**src/shared/rf_regs_params.svh**
```systemverilog
// Purpose: Offsets, field positions, reset values and timing counts
// Assumes: 200 MHz system clock
// Notes:   Included by package and design files
`ifndef RF_REGS_PARAMS_SVH
`define RF_REGS_PARAMS_SVH

// Register offsets
`define RF_OFS_SYNTH_CONTROL_0      8'h01
`define RF_OFS_GUARD_TAIL_FRAMING   8'h1F

// Framing register fields
`define RF_FRM_SPARE_HI             23
`define RF_FRM_SPARE_LO             8
`define RF_FRM_TAIL_HI              7
`define RF_FRM_TAIL_LO              5
`define RF_FRM_GUARD_EN             4
`define RF_FRM_GUARD_LEN_HI         3
`define RF_FRM_GUARD_LEN_LO         0
`define RF_FRM_RESET                24'h000077

// Synthesizer control fields
`define RF_SYN_SIGMA_DELTA          31
`define RF_SYN_DAC_OUT              30
`define RF_SYN_PFD_RESET            29
`define RF_SYN_XTAL_OFF_SW          28
`define RF_SYN_XTAL_SRC_SEL         27
`define RF_SYN_CAL_ENABLE           26
`define RF_SYN_FOFS_HI              25
`define RF_SYN_FOFS_LO              24
`define RF_SYN_DAC_CAL_SW           23
`define RF_SYN_DAC_CAL_SEL          22
`define RF_SYN_VCO_GAIN             21
`define RF_SYN_SKIP_RC              20
`define RF_SYN_OFFSET_CAL           19
`define RF_SYN_RESET                32'hE0200000
`define RF_SYN_WRITE_MASK           32'hFFFF9FFF

// Calibration trigger hold time
`define RF_CAL_HOLD_US              10
`define RF_CLK_PERIOD_PS            5000
`define RF_CAL_HOLD_CYC ((`RF_CAL_HOLD_US * 1000000 + `RF_CLK_PERIOD_PS - 1) / `RF_CLK_PERIOD_PS)
`define RF_CAL_CNT_W                11

`endif

```
**src/shared/rf_regs_pkg.sv**
```systemverilog
// Purpose: Types shared by the framing sequencer and register bank
// Assumes: Constants come from rf_regs_params.svh
// Notes:   Gray codes along idle, guard, body, tail
`include "rf_regs_params.svh"
package rf_regs_pkg;

   typedef enum logic [1:0] {
      SEQ_IDLE  = 2'h0,
      SEQ_GUARD = 2'h1,
      SEQ_BODY  = 2'h3,
      SEQ_TAIL  = 2'h2
   } seq_state_t;

   typedef struct packed {
      seq_state_t state;
      logic [3:0] cnt;
      logic       guard_active;
      logic       tail_active;
      logic       tx_bit;
      logic       preamble_go;
      logic       done;
   } seq_regs_t;

   typedef struct packed {
      logic [23:0]              frm;
      logic [31:0]              syn;
      logic [31:0]              rdata;
      logic [2:0]               ce_sync;
      logic                     ce_level;
      logic [`RF_CAL_CNT_W-1:0] cal_cnt;
      logic                     cal_done;
      logic                     cal_start;
      logic [15:0]              spare;
      logic [9:0]               ana;
   } ctrl_state_t;

endpackage : rf_regs_pkg

```
**src/shared/frame_seq_if.sv**
```systemverilog
// Purpose: Carries framing settings and bit-sequencer status
// Assumes: Both ends on I_CLOCK
// Notes:   ctrl end is the register bank
`timescale 1ns/1ps
interface frame_seq_if;
   logic       clk_en;
   logic       guard_en;
   logic [3:0] guard_len;
   logic [2:0] tail_cnt;
   logic       start;
   logic       crc_done;
   logic       last_bit;
   logic       tick;
   logic       guard_active;
   logic       tail_active;
   logic       tx_bit;
   logic       preamble_go;
   logic       done;

   modport ctrl (output clk_en, guard_en, guard_len, tail_cnt, start, crc_done, last_bit, tick,
                 input  guard_active, tail_active, tx_bit, preamble_go, done);
   modport seq  (input  clk_en, guard_en, guard_len, tail_cnt, start, crc_done, last_bit, tick,
                 output guard_active, tail_active, tx_bit, preamble_go, done);
endinterface : frame_seq_if

```
**src/design/frame_bit_seq.sv**
```systemverilog
// Purpose: Guard bits before the preamble and repeated tail bits after the CRC
// Assumes: tick marks one bit time; start, crc_done are one-cycle pulses
// Notes:   Guard bits alternate starting with 1
`timescale 1ns/1ps
`include "rf_regs_params.svh"
module frame_bit_seq
   import rf_regs_pkg::*;
(
   input  wire logic i_clk,
   input  wire logic i_rst,
   frame_seq_if.seq  fs
);
   seq_regs_t st;
   seq_regs_t next_st;

   always_comb begin
      next_st = st;
      next_st.preamble_go = 1'b0;
      next_st.done = 1'b0;
      case (st.state)
         SEQ_IDLE: begin
            if (fs.start) begin
               if (fs.guard_en) begin
                  next_st.state = SEQ_GUARD; // [RULE_02]
                  next_st.cnt = fs.guard_len; // [RULE_03]
                  next_st.guard_active = 1'b1;
                  next_st.tx_bit = 1'b1;
               end else begin
                  next_st.state = SEQ_BODY; // [RULE_02]
                  next_st.preamble_go = 1'b1;
               end
            end
         end
         SEQ_GUARD: begin
            if (fs.tick) begin
               next_st.tx_bit = ~st.tx_bit;
               if (st.cnt == 4'h0) begin
                  next_st.state = SEQ_BODY; // [RULE_03]
                  next_st.guard_active = 1'b0;
                  next_st.preamble_go = 1'b1;
                  next_st.tx_bit = 1'b0;
               end else begin
                  next_st.cnt = st.cnt - 4'h1;
               end
            end
         end
         SEQ_BODY: begin
            if (fs.crc_done) begin
               if (fs.tail_cnt == 3'h0) begin
                  next_st.state = SEQ_IDLE; // [RULE_01]
                  next_st.done = 1'b1;
               end else begin
                  next_st.state = SEQ_TAIL;
                  next_st.cnt = {1'b0, fs.tail_cnt - 3'h1}; // [RULE_01]
                  next_st.tail_active = 1'b1;
                  next_st.tx_bit = fs.last_bit;
               end
            end
         end
         SEQ_TAIL: begin
            if (fs.tick) begin
               if (st.cnt == 4'h0) begin
                  next_st.state = SEQ_IDLE; // [RULE_01]
                  next_st.tail_active = 1'b0;
                  next_st.tx_bit = 1'b0;
                  next_st.done = 1'b1;
               end else begin
                  next_st.cnt = st.cnt - 4'h1;
               end
            end
         end
         default: begin
            next_st.state = SEQ_IDLE;
         end
      endcase
   end

   always_ff @(posedge i_clk) begin
      if (i_rst) begin
         st <= '0;
      end else if (fs.clk_en) begin
         st <= next_st;
      end
   end

   assign fs.guard_active = st.guard_active;
   assign fs.tail_active  = st.tail_active;
   assign fs.tx_bit       = st.tx_bit;
   assign fs.preamble_go  = st.preamble_go;
   assign fs.done         = st.done;

   // Bit counters seen only by the checks
   logic [4:0] guard_bits;
   logic [3:0] tail_bits;
   always_ff @(posedge i_clk) begin
      if (i_rst || (fs.clk_en && st.state == SEQ_IDLE)) begin
         guard_bits <= 5'h0;
         tail_bits  <= 4'h0;
      end else if (fs.clk_en && fs.tick) begin
         if (st.state == SEQ_GUARD) begin
            guard_bits <= guard_bits + 5'h1;
         end
         if (st.state == SEQ_TAIL) begin
            tail_bits <= tail_bits + 4'h1;
         end
      end
   end
endmodule : frame_bit_seq

```
**src/design/radio_frame_pll_ctrl_regs.sv**
```systemverilog
// Purpose: Framing and synthesizer control register pair with field outputs
// Assumes: Plain register port at printed offsets; read data one cycle later
// Notes:   I_CLK_EN low freezes all state; reset wins over it
//
// Contract
// [RULE_01] Tail count bits 7:5, reset 3, repeats that many tail bits after CRC.
// [RULE_02] Guard enable bit 4, reset 1, guard bits inserted only when set.
// [RULE_03] Guard length bits 3:0, reset 7, sends value plus one guard bits.
// [RULE_04] Spare field bits 23:8, reset zero, driven straight to analogue.
// [RULE_05] Bit 31 enables sigma-delta modulator, reset value 1.
// [RULE_06] Bit 26 set: start calibration after chip enable high 10 us.
// [RULE_07] Bit 27 set: crystal off from bit 28; else from state machine.
// [RULE_08] DAC calibration on per effective enable; register bit 23 resets 0.
// [RULE_09] Bit 22 selects DAC calibration enable source: register or state machine.
// [RULE_10] Bit 21 one gives normal VCO gain, zero gives five times.
// [RULE_11] Bit 20 set skips calibration RC phase; reset 0 runs it.
// [RULE_12] Offset calibration follows register enable bit 19, reset 0.
// [RULE_13] Fields reach outputs edge after write; reads return stored; reset loads.
// [RULE_14] Bits 30, 29 and 25:24 driven as stored, resets 1, 1, 0.
`timescale 1ns/1ps
`include "rf_regs_params.svh"
module radio_frame_pll_ctrl_regs
   import rf_regs_pkg::*;
#(
   parameter int CAL_HOLD_CYC = `RF_CAL_HOLD_CYC
)
(
   input  wire logic        I_CLOCK,
   input  wire logic        I_RST,
   input  wire logic        I_CLK_EN,
   input  wire logic [7:0]  I_ADDR,
   input  wire logic [31:0] I_WDATA,
   input  wire logic        I_WR,
   input  wire logic        I_RD,
   output logic      [31:0] O_RDATA,
   input  wire logic        I_CHIP_ENABLE,
   input  wire logic        I_XTAL_OFF_FSM,
   input  wire logic        I_DAC_CAL_FSM,
   input  wire logic        I_FRAME_START,
   input  wire logic        I_CRC_DONE,
   input  wire logic        I_LAST_BIT,
   input  wire logic        I_BIT_TICK,
   output logic             O_GUARD_ACTIVE,
   output logic             O_TAIL_ACTIVE,
   output logic             O_TX_BIT,
   output logic             O_PREAMBLE_GO,
   output logic             O_FRAME_DONE,
   output logic      [15:0] O_SPARE,
   output logic             O_SIGMA_DELTA_EN,
   output logic             O_DAC_OUT_EN,
   output logic             O_PHASE_DETECTOR_RESET_CTL,
   output logic      [1:0]  O_FREQ_OFFSET_SELECT,
   output logic             O_XTAL_OFF,
   output logic             O_CAL_START,
   output logic             O_DAC_CAL_EN,
   output logic             O_VCO_GAIN_NORMAL,
   output logic             O_SKIP_RC_PHASE,
   output logic             O_OFFSET_CAL_EN
);
   localparam logic [`RF_CAL_CNT_W-1:0] CAL_LAST = (`RF_CAL_CNT_W)'(CAL_HOLD_CYC - 1);

   // Analogue bundle positions
   localparam int A_SDM  = 9;
   localparam int A_DAC  = 8;
   localparam int A_PFD  = 7;
   localparam int A_FOH  = 6;
   localparam int A_FOL  = 5;
   localparam int A_XTAL = 4;
   localparam int A_DCAL = 3;
   localparam int A_VCO  = 2;
   localparam int A_SKIP = 1;
   localparam int A_OCAL = 0;

   ctrl_state_t st;
   ctrl_state_t next_st;

   // Picks register value or state-machine value by source select
   function automatic logic pick_source(input logic sel, input logic sw, input logic fsm);
      pick_source = sel ? sw : fsm;
   endfunction : pick_source

   // Register address decode
   function automatic logic hit_framing(input logic [7:0] a);
      hit_framing = (a == `RF_OFS_GUARD_TAIL_FRAMING);
   endfunction : hit_framing

   function automatic logic hit_synth(input logic [7:0] a);
      hit_synth = (a == `RF_OFS_SYNTH_CONTROL_0);
   endfunction : hit_synth

   always_comb begin
      next_st = st;
      next_st.rdata = 32'h00000000;
      // Register writes
      if (I_WR) begin
         if (hit_framing(I_ADDR)) begin
            next_st.frm = I_WDATA[23:0]; // [RULE_13]
         end else if (hit_synth(I_ADDR)) begin
            next_st.syn = I_WDATA & `RF_SYN_WRITE_MASK; // [RULE_13]
         end
      end
      // Register reads, answer in the next cycle only
      if (I_RD) begin
         if (hit_framing(I_ADDR)) begin
            next_st.rdata = {8'h00, st.frm}; // [RULE_13]
         end else if (hit_synth(I_ADDR)) begin
            next_st.rdata = st.syn; // [RULE_13]
         end
      end
      // Chip enable pin filter
      next_st.ce_sync = {st.ce_sync[1:0], I_CHIP_ENABLE};
      if (st.ce_sync[2] == st.ce_sync[1]) begin
         next_st.ce_level = st.ce_sync[2];
      end
      // Calibration trigger after hold time
      next_st.cal_start = 1'b0;
      if (!st.ce_level || !st.syn[`RF_SYN_CAL_ENABLE]) begin
         next_st.cal_cnt = '0; // [RULE_06]
         next_st.cal_done = 1'b0;
      end else if (!st.cal_done) begin
         if (st.cal_cnt == CAL_LAST) begin
            next_st.cal_start = 1'b1; // [RULE_06]
            next_st.cal_done = 1'b1;
         end else begin
            next_st.cal_cnt = st.cal_cnt + 1'b1;
         end
      end
      // Field outputs, one edge after the stored value
      next_st.spare = st.frm[`RF_FRM_SPARE_HI:`RF_FRM_SPARE_LO]; // [RULE_04]
      next_st.ana[A_SDM] = st.syn[`RF_SYN_SIGMA_DELTA]; // [RULE_05]
      next_st.ana[A_DAC] = st.syn[`RF_SYN_DAC_OUT]; // [RULE_14]
      next_st.ana[A_PFD] = st.syn[`RF_SYN_PFD_RESET]; // [RULE_14]
      next_st.ana[A_FOH:A_FOL] = st.syn[`RF_SYN_FOFS_HI:`RF_SYN_FOFS_LO]; // [RULE_14]
      next_st.ana[A_XTAL] = pick_source(st.syn[`RF_SYN_XTAL_SRC_SEL],
                                        st.syn[`RF_SYN_XTAL_OFF_SW], I_XTAL_OFF_FSM); // [RULE_07]
      next_st.ana[A_DCAL] = pick_source(st.syn[`RF_SYN_DAC_CAL_SEL], // [RULE_09]
                                        st.syn[`RF_SYN_DAC_CAL_SW], I_DAC_CAL_FSM); // [RULE_08]
      next_st.ana[A_VCO] = st.syn[`RF_SYN_VCO_GAIN]; // [RULE_10]
      next_st.ana[A_SKIP] = st.syn[`RF_SYN_SKIP_RC]; // [RULE_11]
      next_st.ana[A_OCAL] = st.syn[`RF_SYN_OFFSET_CAL]; // [RULE_12]
   end

   always_ff @(posedge I_CLOCK) begin
      if (I_RST) begin
         st <= '0;
         st.frm <= `RF_FRM_RESET; // [RULE_13]
         st.syn <= `RF_SYN_RESET; // [RULE_13]
         st.ana <= 10'h384;
      end else if (I_CLK_EN) begin
         st <= next_st;
      end
   end

   // Framing sequencer
   frame_seq_if fs ();
   assign fs.clk_en    = I_CLK_EN;
   assign fs.guard_en  = st.frm[`RF_FRM_GUARD_EN]; // [RULE_02]
   assign fs.guard_len = st.frm[`RF_FRM_GUARD_LEN_HI:`RF_FRM_GUARD_LEN_LO]; // [RULE_03]
   assign fs.tail_cnt  = st.frm[`RF_FRM_TAIL_HI:`RF_FRM_TAIL_LO]; // [RULE_01]
   assign fs.start     = I_FRAME_START;
   assign fs.crc_done  = I_CRC_DONE;
   assign fs.last_bit  = I_LAST_BIT;
   assign fs.tick      = I_BIT_TICK;

   frame_bit_seq u_seq (
      .i_clk (I_CLOCK),
      .i_rst (I_RST),
      .fs    (fs.seq)
   );

   assign O_GUARD_ACTIVE             = fs.guard_active;
   assign O_TAIL_ACTIVE              = fs.tail_active;
   assign O_TX_BIT                   = fs.tx_bit;
   assign O_PREAMBLE_GO              = fs.preamble_go;
   assign O_FRAME_DONE               = fs.done;
   assign O_RDATA                    = st.rdata;
   assign O_SPARE                    = st.spare;
   assign O_SIGMA_DELTA_EN           = st.ana[A_SDM];
   assign O_DAC_OUT_EN               = st.ana[A_DAC];
   assign O_PHASE_DETECTOR_RESET_CTL = st.ana[A_PFD];
   assign O_FREQ_OFFSET_SELECT       = st.ana[A_FOH:A_FOL];
   assign O_XTAL_OFF                 = st.ana[A_XTAL];
   assign O_DAC_CAL_EN               = st.ana[A_DCAL];
   assign O_VCO_GAIN_NORMAL          = st.ana[A_VCO];
   assign O_SKIP_RC_PHASE            = st.ana[A_SKIP];
   assign O_OFFSET_CAL_EN            = st.ana[A_OCAL];
   assign O_CAL_START                = st.cal_start;
endmodule : radio_frame_pll_ctrl_regs

```
**config.mk**
```make
export PLATFORM = sky130hd
export DESIGN_NAME = radio_frame_pll_ctrl_regs
export DESIGN_NICKNAME = d
export VERILOG_FILES = /design/src/shared/rf_regs_pkg.sv /design/src/shared/frame_seq_if.sv /design/src/design/frame_bit_seq.sv /design/src/design/radio_frame_pll_ctrl_regs.sv
export VERILOG_INCLUDE_DIRS = /design/src /design/src/shared
export SDC_FILE = /design/constraint.sdc
export NUM_CORES = 1
export LEC_CHECK = 0
export BUFFER_PORTS_ARGS = -buffer_cell sky130_fd_sc_hd__buf_2
export CORE_ASPECT_RATIO = 1.1
export CORE_MARGIN = 3
export CORE_UTILIZATION = 45
export DETAILED_ROUTE_END_ITERATION = 12
export PLACE_DENSITY = 0.67
export SETUP_SLACK_MARGIN = 0.02
export SLEW_MARGIN = 20
export SYNTH_ARGS = -nofsm -noshare
export SYNTH_HDL_FRONTEND = slang
export SYNTH_HIERARCHICAL = 1
export SYNTH_SLANG_ARGS = --single-unit
```
**constraint.sdc**
```tcl
create_clock -name I_CLOCK -period 3.8 [get_ports I_CLOCK]
set_input_delay 0.57 -clock I_CLOCK [delete_from_list [all_inputs] [get_ports I_CLOCK]]
set_output_delay 0.57 -clock I_CLOCK [all_outputs]
set_load 0.005 [all_outputs]
```
Yosys cells after proc, flatten, opt, wreduce, memory -nomap -nowiden
Cells that the tools add are included.
{ "word_totals": {"ff_bits": 140, "in_bits": 52, "out_inout_bits": 64} }
{ "op_classes": {"n_addsub": 3, "n_eq_ne": 17, "mux": 40, "n_bitwise": 2, "reduce_logical": 17} }
{ "ops": {"columns": ["op", "count"], "rows": [
  ["two-way mux 32 bit", 3],
  ["case mux 6 bit (4 select lines)", 1],
  ["two-way mux 2 bit", 11],
  ["two-way mux 7 bit", 2],
  ["!= test 2 bit (second input constant)", 7],
  ["AND reduction 7 bit", 2],
  ["two-way mux 13 bit", 1],
  ["two-way mux 12 bit", 1],
  ["two-way mux 6 bit", 2],
  ["AND reduction 6 bit", 2],
  ["adder 11 x 1 -> 11 bit (second input constant)", 1],
  ["== test 11 bit (second input constant)", 1],
  ["two-way mux 11 bit", 1],
  ["two-way mux 1 bit", 10],
  ["== test 8 x 1 -> 1 bit (second input constant)", 1],
  ["== test 8 x 5 -> 1 bit (second input constant)", 1],
  ["two-way mux 4 bit", 2],
  ["case mux 1 bit (2 select lines)", 4],
  ["AND reduction 8 bit", 1],
  ["!= test 2 x 1 -> 1 bit (second input constant)", 3],
  ["AND reduction 3 bit", 2],
  ["two-way mux 5 bit", 1],
  ["== test 2 bit (second input constant)", 2],
  ["logical NOT 4 bit", 1],
  ["other kinds (13)", 16]
]} }

Logic depth before layout (Yosys ltp)
{ "depth": {"word_depth": 4, "ltp_mapped": 7, "ltp_nobuf": 7} }

Cells and area by module
Netlist, hierarchy kept.
{ "modules_own_cells": {"columns": ["mod", "instances", "cells_each", "area_each_um2", "seq_area_each_um2"], "rows": [
  ["radio_frame_pll_ctrl_regs", 1, 587, 5370.2, 2582.5],
  ["frame_bit_seq", 1, 102, 874.6, 220.2]
]} }

Worst setup path before layout
OpenSTA, ideal clock, no wires.
{ "synth_path": {"path_kind": "input to register", "from": "input port I_ADDR[2]", "to": "register st (netlist bit fs.guard_en)", "setup_time_ns": 0.129, "t_arrival_ns": 1.679, "path_slack_ns": 1.992, "cell_stages": 7, "cell_sequence": "and4_1 clkbuf_1 nand4b_1 buf_2 buf_2 mux2i_1 nand2_1"} }
{ "synth_between": {"elab_chain_cells": 2} }
{ "synth_rtl": {"columns": ["element", "line_no", "text"], "rows": [
  ["start, declared", "radio_frame_pll_ctrl_regs.sv:31", "input wire logic [7:0] I_ADDR,"],
  ["== test 8 x 5 -> 1 bit (no source line)", null, null],
  ["AND reduction 3 bit (no source line)", null, null],
  ["end signal, assigned", "radio_frame_pll_ctrl_regs.sv:150", "st <= next_st;"],
  ["end, declared", "radio_frame_pll_ctrl_regs.sv:74", "ctrl_state_t st;"]
]} }
Every way passes these cells.
A chain may end at the register's enable or synchronous reset.

Final worst setup path
{ "layout_path": {"from": "input port I_ADDR[1]", "to": "register st (netlist bit next_st[1])"} }
{ "layout_between": {"elab_chain_cells": 3} }
{ "layout_rtl": {"columns": ["element"], "rows": [
  ["== test 8 x 5 -> 1 bit (no source line)"],
  ["NOT 1 bit (no source line)"],
  ["AND reduction 4 bit (no source line) (*)"]
]} }
Every way passes the cells marked *; elsewhere a longest branch is shown, timed or not.

==> summary.md <==
| Metric | Value |
|---|---|
| Result of the run | finished, final reports clean |
| CTS tree | yes |
| Placed instance area | 6510 um2 |
| Synth async-reset ratio | 0% |
| Highest routing layer actually used | met4 |
| Number of search-and-repair iterations in the first detailed-routing pass | 4 |
| Setup Viol. Count Final | 0 |
| Final routed wirelength across all metal layers | 15,200 um |
| Total negative slack | 0 ns |
| Layout cell share with drive strength beyond 1 | 23.5% |
| Maximum operating frequency | 483 MHz |
| Num CTS Buffers | 17 |
| Headroom to the max-slew limit | 36.9% |
| Static power due to leakage | 3.13 nW |
| Class of the tightest hold or removal check | in -> reg |
| Gate count after technology mapping | 689 |
| Most frequent standard cell in the layout excluding fill and tap cells | sky130_fd_sc_hd__dfxtp_1 |
| Hold path start | I_WDATA[30] |
| R2R Path Start | u_seq/st[9]$_SDFFE_PP0P_ |
| Overall routing resource usage | 20.1% |
| Layout area overhead | 14.6% |
| Cell at the root of the clock tree | sky130_fd_sc_hd__clkbuf_16 |
| Initial core utilization | 46.7% |
| CTS clock-pin slew for the worst setup and hold paths | 0.06 ns |
| Primary FF master, synth | sky130_fd_sc_hd__dfxtp_1 |
| Register-to-Register Setup Slack | 1.81 ns |
| Number of antenna violations at the first check in global routing | 0 |
| Antenna-violating nets left | 0 |
| Number of DRC violations after detailed routing | 0 |
| Maximum buffer depth of the clock tree | 2 |
| Hold Slack | 0.368 ns |
| Peak ir drop on the vdd network | 0.258 mV |
| Hold Crit Depth | 3 |
| Mean instance size in the synthesized netlist | 9.06 um2 |
| RSZ-0062 raised after global routing | no |
| Critical setup path kind | in -> reg |
| Number of top-level pins | 116 |
| CTS H-Tree Depth | 4 |
| Number of nets in the synthesized netlist | 745 |
| Power per cell area | 488 nW/um2 |
| Total number of cells along the worst setup path | 7 |
| Clock tree skew after final layout | 0.00511 ns |
| Setup repair bufs after CTS | 0 |
| Netlist Area Pre-Place | 6240 um2 |
| Routed wirelength normalized by instance count | 16.3 um |
| Slowest library cell on the worst path | sky130_fd_sc_hd__and4b_1 |
| Fin crit share | 54.5% |
| Total number of vias | 5,078 |
| Final max-slew violation count | 0 |
| Number of DRC markers in iteration 0 | 399 |
| Area of the core | 13,400 um2 |
| Die Span Y | 130 um |
| Sequential-to-total area share from yosys stat | 44.9% |
| Top library cells by usage in the layout, fill and taps aside | 140 x sky130_fd_sc_hd__dfxtp_1, 114 x sky130_fd_sc_hd__buf_2, 95 x sky130_fd_sc_hd__nand2_1 |
| #FFs+latches synth | 140 |
| CTS sink count | 140 |
| Yosys warning total | 6 |
| Capturing element type of the critical path | flop |
| Hold endpoint | next_st[8]$_SDFFE_PP1P_ |
| Shortest clock period the worst path allows after layout | 2.07 ns |
| Sum of internal, switching and leakage power | 3.49 mW |
| Met2 WL post-DR | 7540 um |
| Number of enable flip-flop cells after synthesis | 0 |
| Latest clock arrival within the worst-skew pair | 0.42 ns |
| Number of I/O port buffers | 115 |
| Crit-path most repeated cell | sky130_fd_sc_hd__buf_4 |
| Worst setup SP type | primary input |
| Critical-path cell list | buf_2 > nor4_2 > buf_4 > and4b_1 > buf_4 > nand2_1 > a21oi_1 |
| Number of hold-slack violations in the final timing report | 0 |
| Maxcap violations | 0 |
| Family with the most delay on the worst path | simple AND/OR/NAND/NOR gates |
| Hold buffer count at CTS | 0 |
| Vias per std cell | 5.44 |
| Antenna fix cells | 0 |
| DRT met1 WL | 6570 um |
| Post-detailed-placement half-perimeter wirelength | 10,400 um |
| Post-CTS sizing | 0 |
| Via count of the first global-routing pass | 4,854 |
| Required time of the worst setup path | 4.15 ns |
| Arrival time at the worst endpoint | 2.42 ns |
| Final cell area excluding filler cells | 7160 um2 |
| Highest fanout seen on the critical path | 16 |
| Amount of wire on met3 after detailed routing | 848 um |
| Length in cells of the worst reg-to-reg path | 4 |
| Yosys cell types | 64 |
| Num rows | 44 |
| Transition at the pin with the smallest max-transition slack | 0.947 ns |
| Die Footprint | 15,300 um2 |
| Global-route wire length before repair | 24,700 um |
| Pin count of the biggest net entering global routing | 52 |
| Buffers and inverters on the worst path | 3 |
| Aggregate global routing overflow | 0 |
| NumNets Final | 792 |
| Endpoint of the most critical register-to-register path | u_seq/st[8]$_SDFFE_PP0P_ |
| Utilization of the core after routing | 53.5% |
| CP max stage delay | 0.57 ns |
| Final estimated routing congestion in global placement | 0.850 |
| Die Width | 118 um |
-- metal layers --
| metal | global-route usage (%) | vias to the layer above |
|---|---|---|
| met5 | 0 | - |
| met4 | 7.79 | 0 |
| met3 | 4.76 | 24 |
| met2 | 34.8 | 158 |
| met1 | 24.5 | 2420 |
| li1 | - | 2476 |
-- how the worst max path moves through the flow --
stage	from	endpoint	slack, ns
after floorplan	I_ADDR[2]	fs.guard_en$_SDFFE_PP1P_	1.99
final	I_ADDR[1]	next_st[1]$_SDFFE_PP0P_	1.73
after global placement	I_ADDR[1]	st[101]$_SDFFE_PP0P_	1.42
after detailed placement	I_ADDR[1]	next_st[1]$_SDFFE_PP0P_	1.34
after global routing	I_ADDR[1]	st[93]$_SDFFE_PP0P_	1.61
after CTS	I_ADDR[1]	st[102]$_SDFFE_PP0P_	1.77
-- synth_stat cells, types with 3 or more instances --
library cell               count  area share, %
sky130_fd_sc_hd__nand3_1      11           0.88
sky130_fd_sc_hd__a32oi_1       7           0.98
sky130_fd_sc_hd__o31ai_1       3           0.36
sky130_fd_sc_hd__a22oi_1      26            3.1
sky130_fd_sc_hd__nor2_1       82            4.9
sky130_fd_sc_hd__a311oi_1      5           0.70
sky130_fd_sc_hd__nand2b_1      8           0.80
sky130_fd_sc_hd__clkbuf_1     33            2.0
sky130_fd_sc_hd__o21ai_0       9           0.72
sky130_fd_sc_hd__nand4b_1      3           0.42
sky130_fd_sc_hd__mux2i_1      55            8.8
sky130_fd_sc_hd__buf_6         6            1.1
sky130_fd_sc_hd__a22o_1       18            2.5
sky130_fd_sc_hd__o211ai_1      3           0.36
sky130_fd_sc_hd__nand3b_1      3           0.36
sky130_fd_sc_hd__a21oi_1      45            3.6
sky130_fd_sc_hd__ha_1          4           0.80
sky130_fd_sc_hd__buf_2         7           0.56
sky130_fd_sc_hd__buf_4        51            6.1
sky130_fd_sc_hd__nor3_1        3           0.24
sky130_fd_sc_hd__dfxtp_1     140             45
sky130_fd_sc_hd__and4b_1       3           0.48
sky130_fd_sc_hd__nand2_1      95            5.7
sky130_fd_sc_hd__a31oi_1       7           0.70
sky130_fd_sc_hd__nand4_1       4           0.40
sky130_fd_sc_hd__inv_1         9           0.54
-- through the flow --
stage,setup slack [ns],std cells
2_1_floorplan,1.99,689
3_3_place_gp,1.42,901
3_5_place_dp,1.34,901
4_1_cts,1.77,933
5_1_grt,1.61,933
6_report,1.73,933
-- flip-flops by register name, summed over array words and instances (netlist names), 2 cells and up --
signal and flops:
st 36, O_RDATA 32, next_st 26, O_SPARE 16
u_seq/st 6, fs.guard_len 4, fs.tail_cnt 3, O_FREQ_OFFSET_SELECT 2
-- worst reg2reg max path, stage by stage (launching register included) --
cell,delay (ns)
sky130_fd_sc_hd__dfxtp_1,0.88
sky130_fd_sc_hd__a21oi_1,0.22
sky130_fd_sc_hd__a32oi_4,0.38
sky130_fd_sc_hd__nand2_1,0.14
sky130_fd_sc_hd__o31ai_1,0.27
-- where the power goes --
part | internal [mW] | switching [mW] | total [mW]
clock network | 1.16 | 0.634 | 1.80
registers | 1.48 | 0.0196 | 1.50
logic | 0.0778 | 0.120 | 0.198
-- area by class of cell --
cell class | count | area [um2]
Timing Repair Buffer | 127 | 668
Tap cell | 184 | 230
Clock buffer | 17 | 425
Fill cell | 1230 | 6220
Clock inverter | 15 | 220
Sequential cell | 140 | 2800
Inverter | 10 | 37.5
Multi-Input combinational cell | 440 | 2770
-- cells by family (layout without fill, tap and decap cells) --
family	Yosys count	after routing	share of synthesized area, %
AOI/OAI and AO/OA	143	143	16.2
xor gates and xnor gates	2	2	0.581
adders and majority gates	4	4	0.801
buffers and inverters	109	169	10.8
DFF	140	140	44.9
muxes	55	55	8.82
and+or+nand+nor	236	236	17.9
No activity file was read; power rests on OpenSTA's default activity.
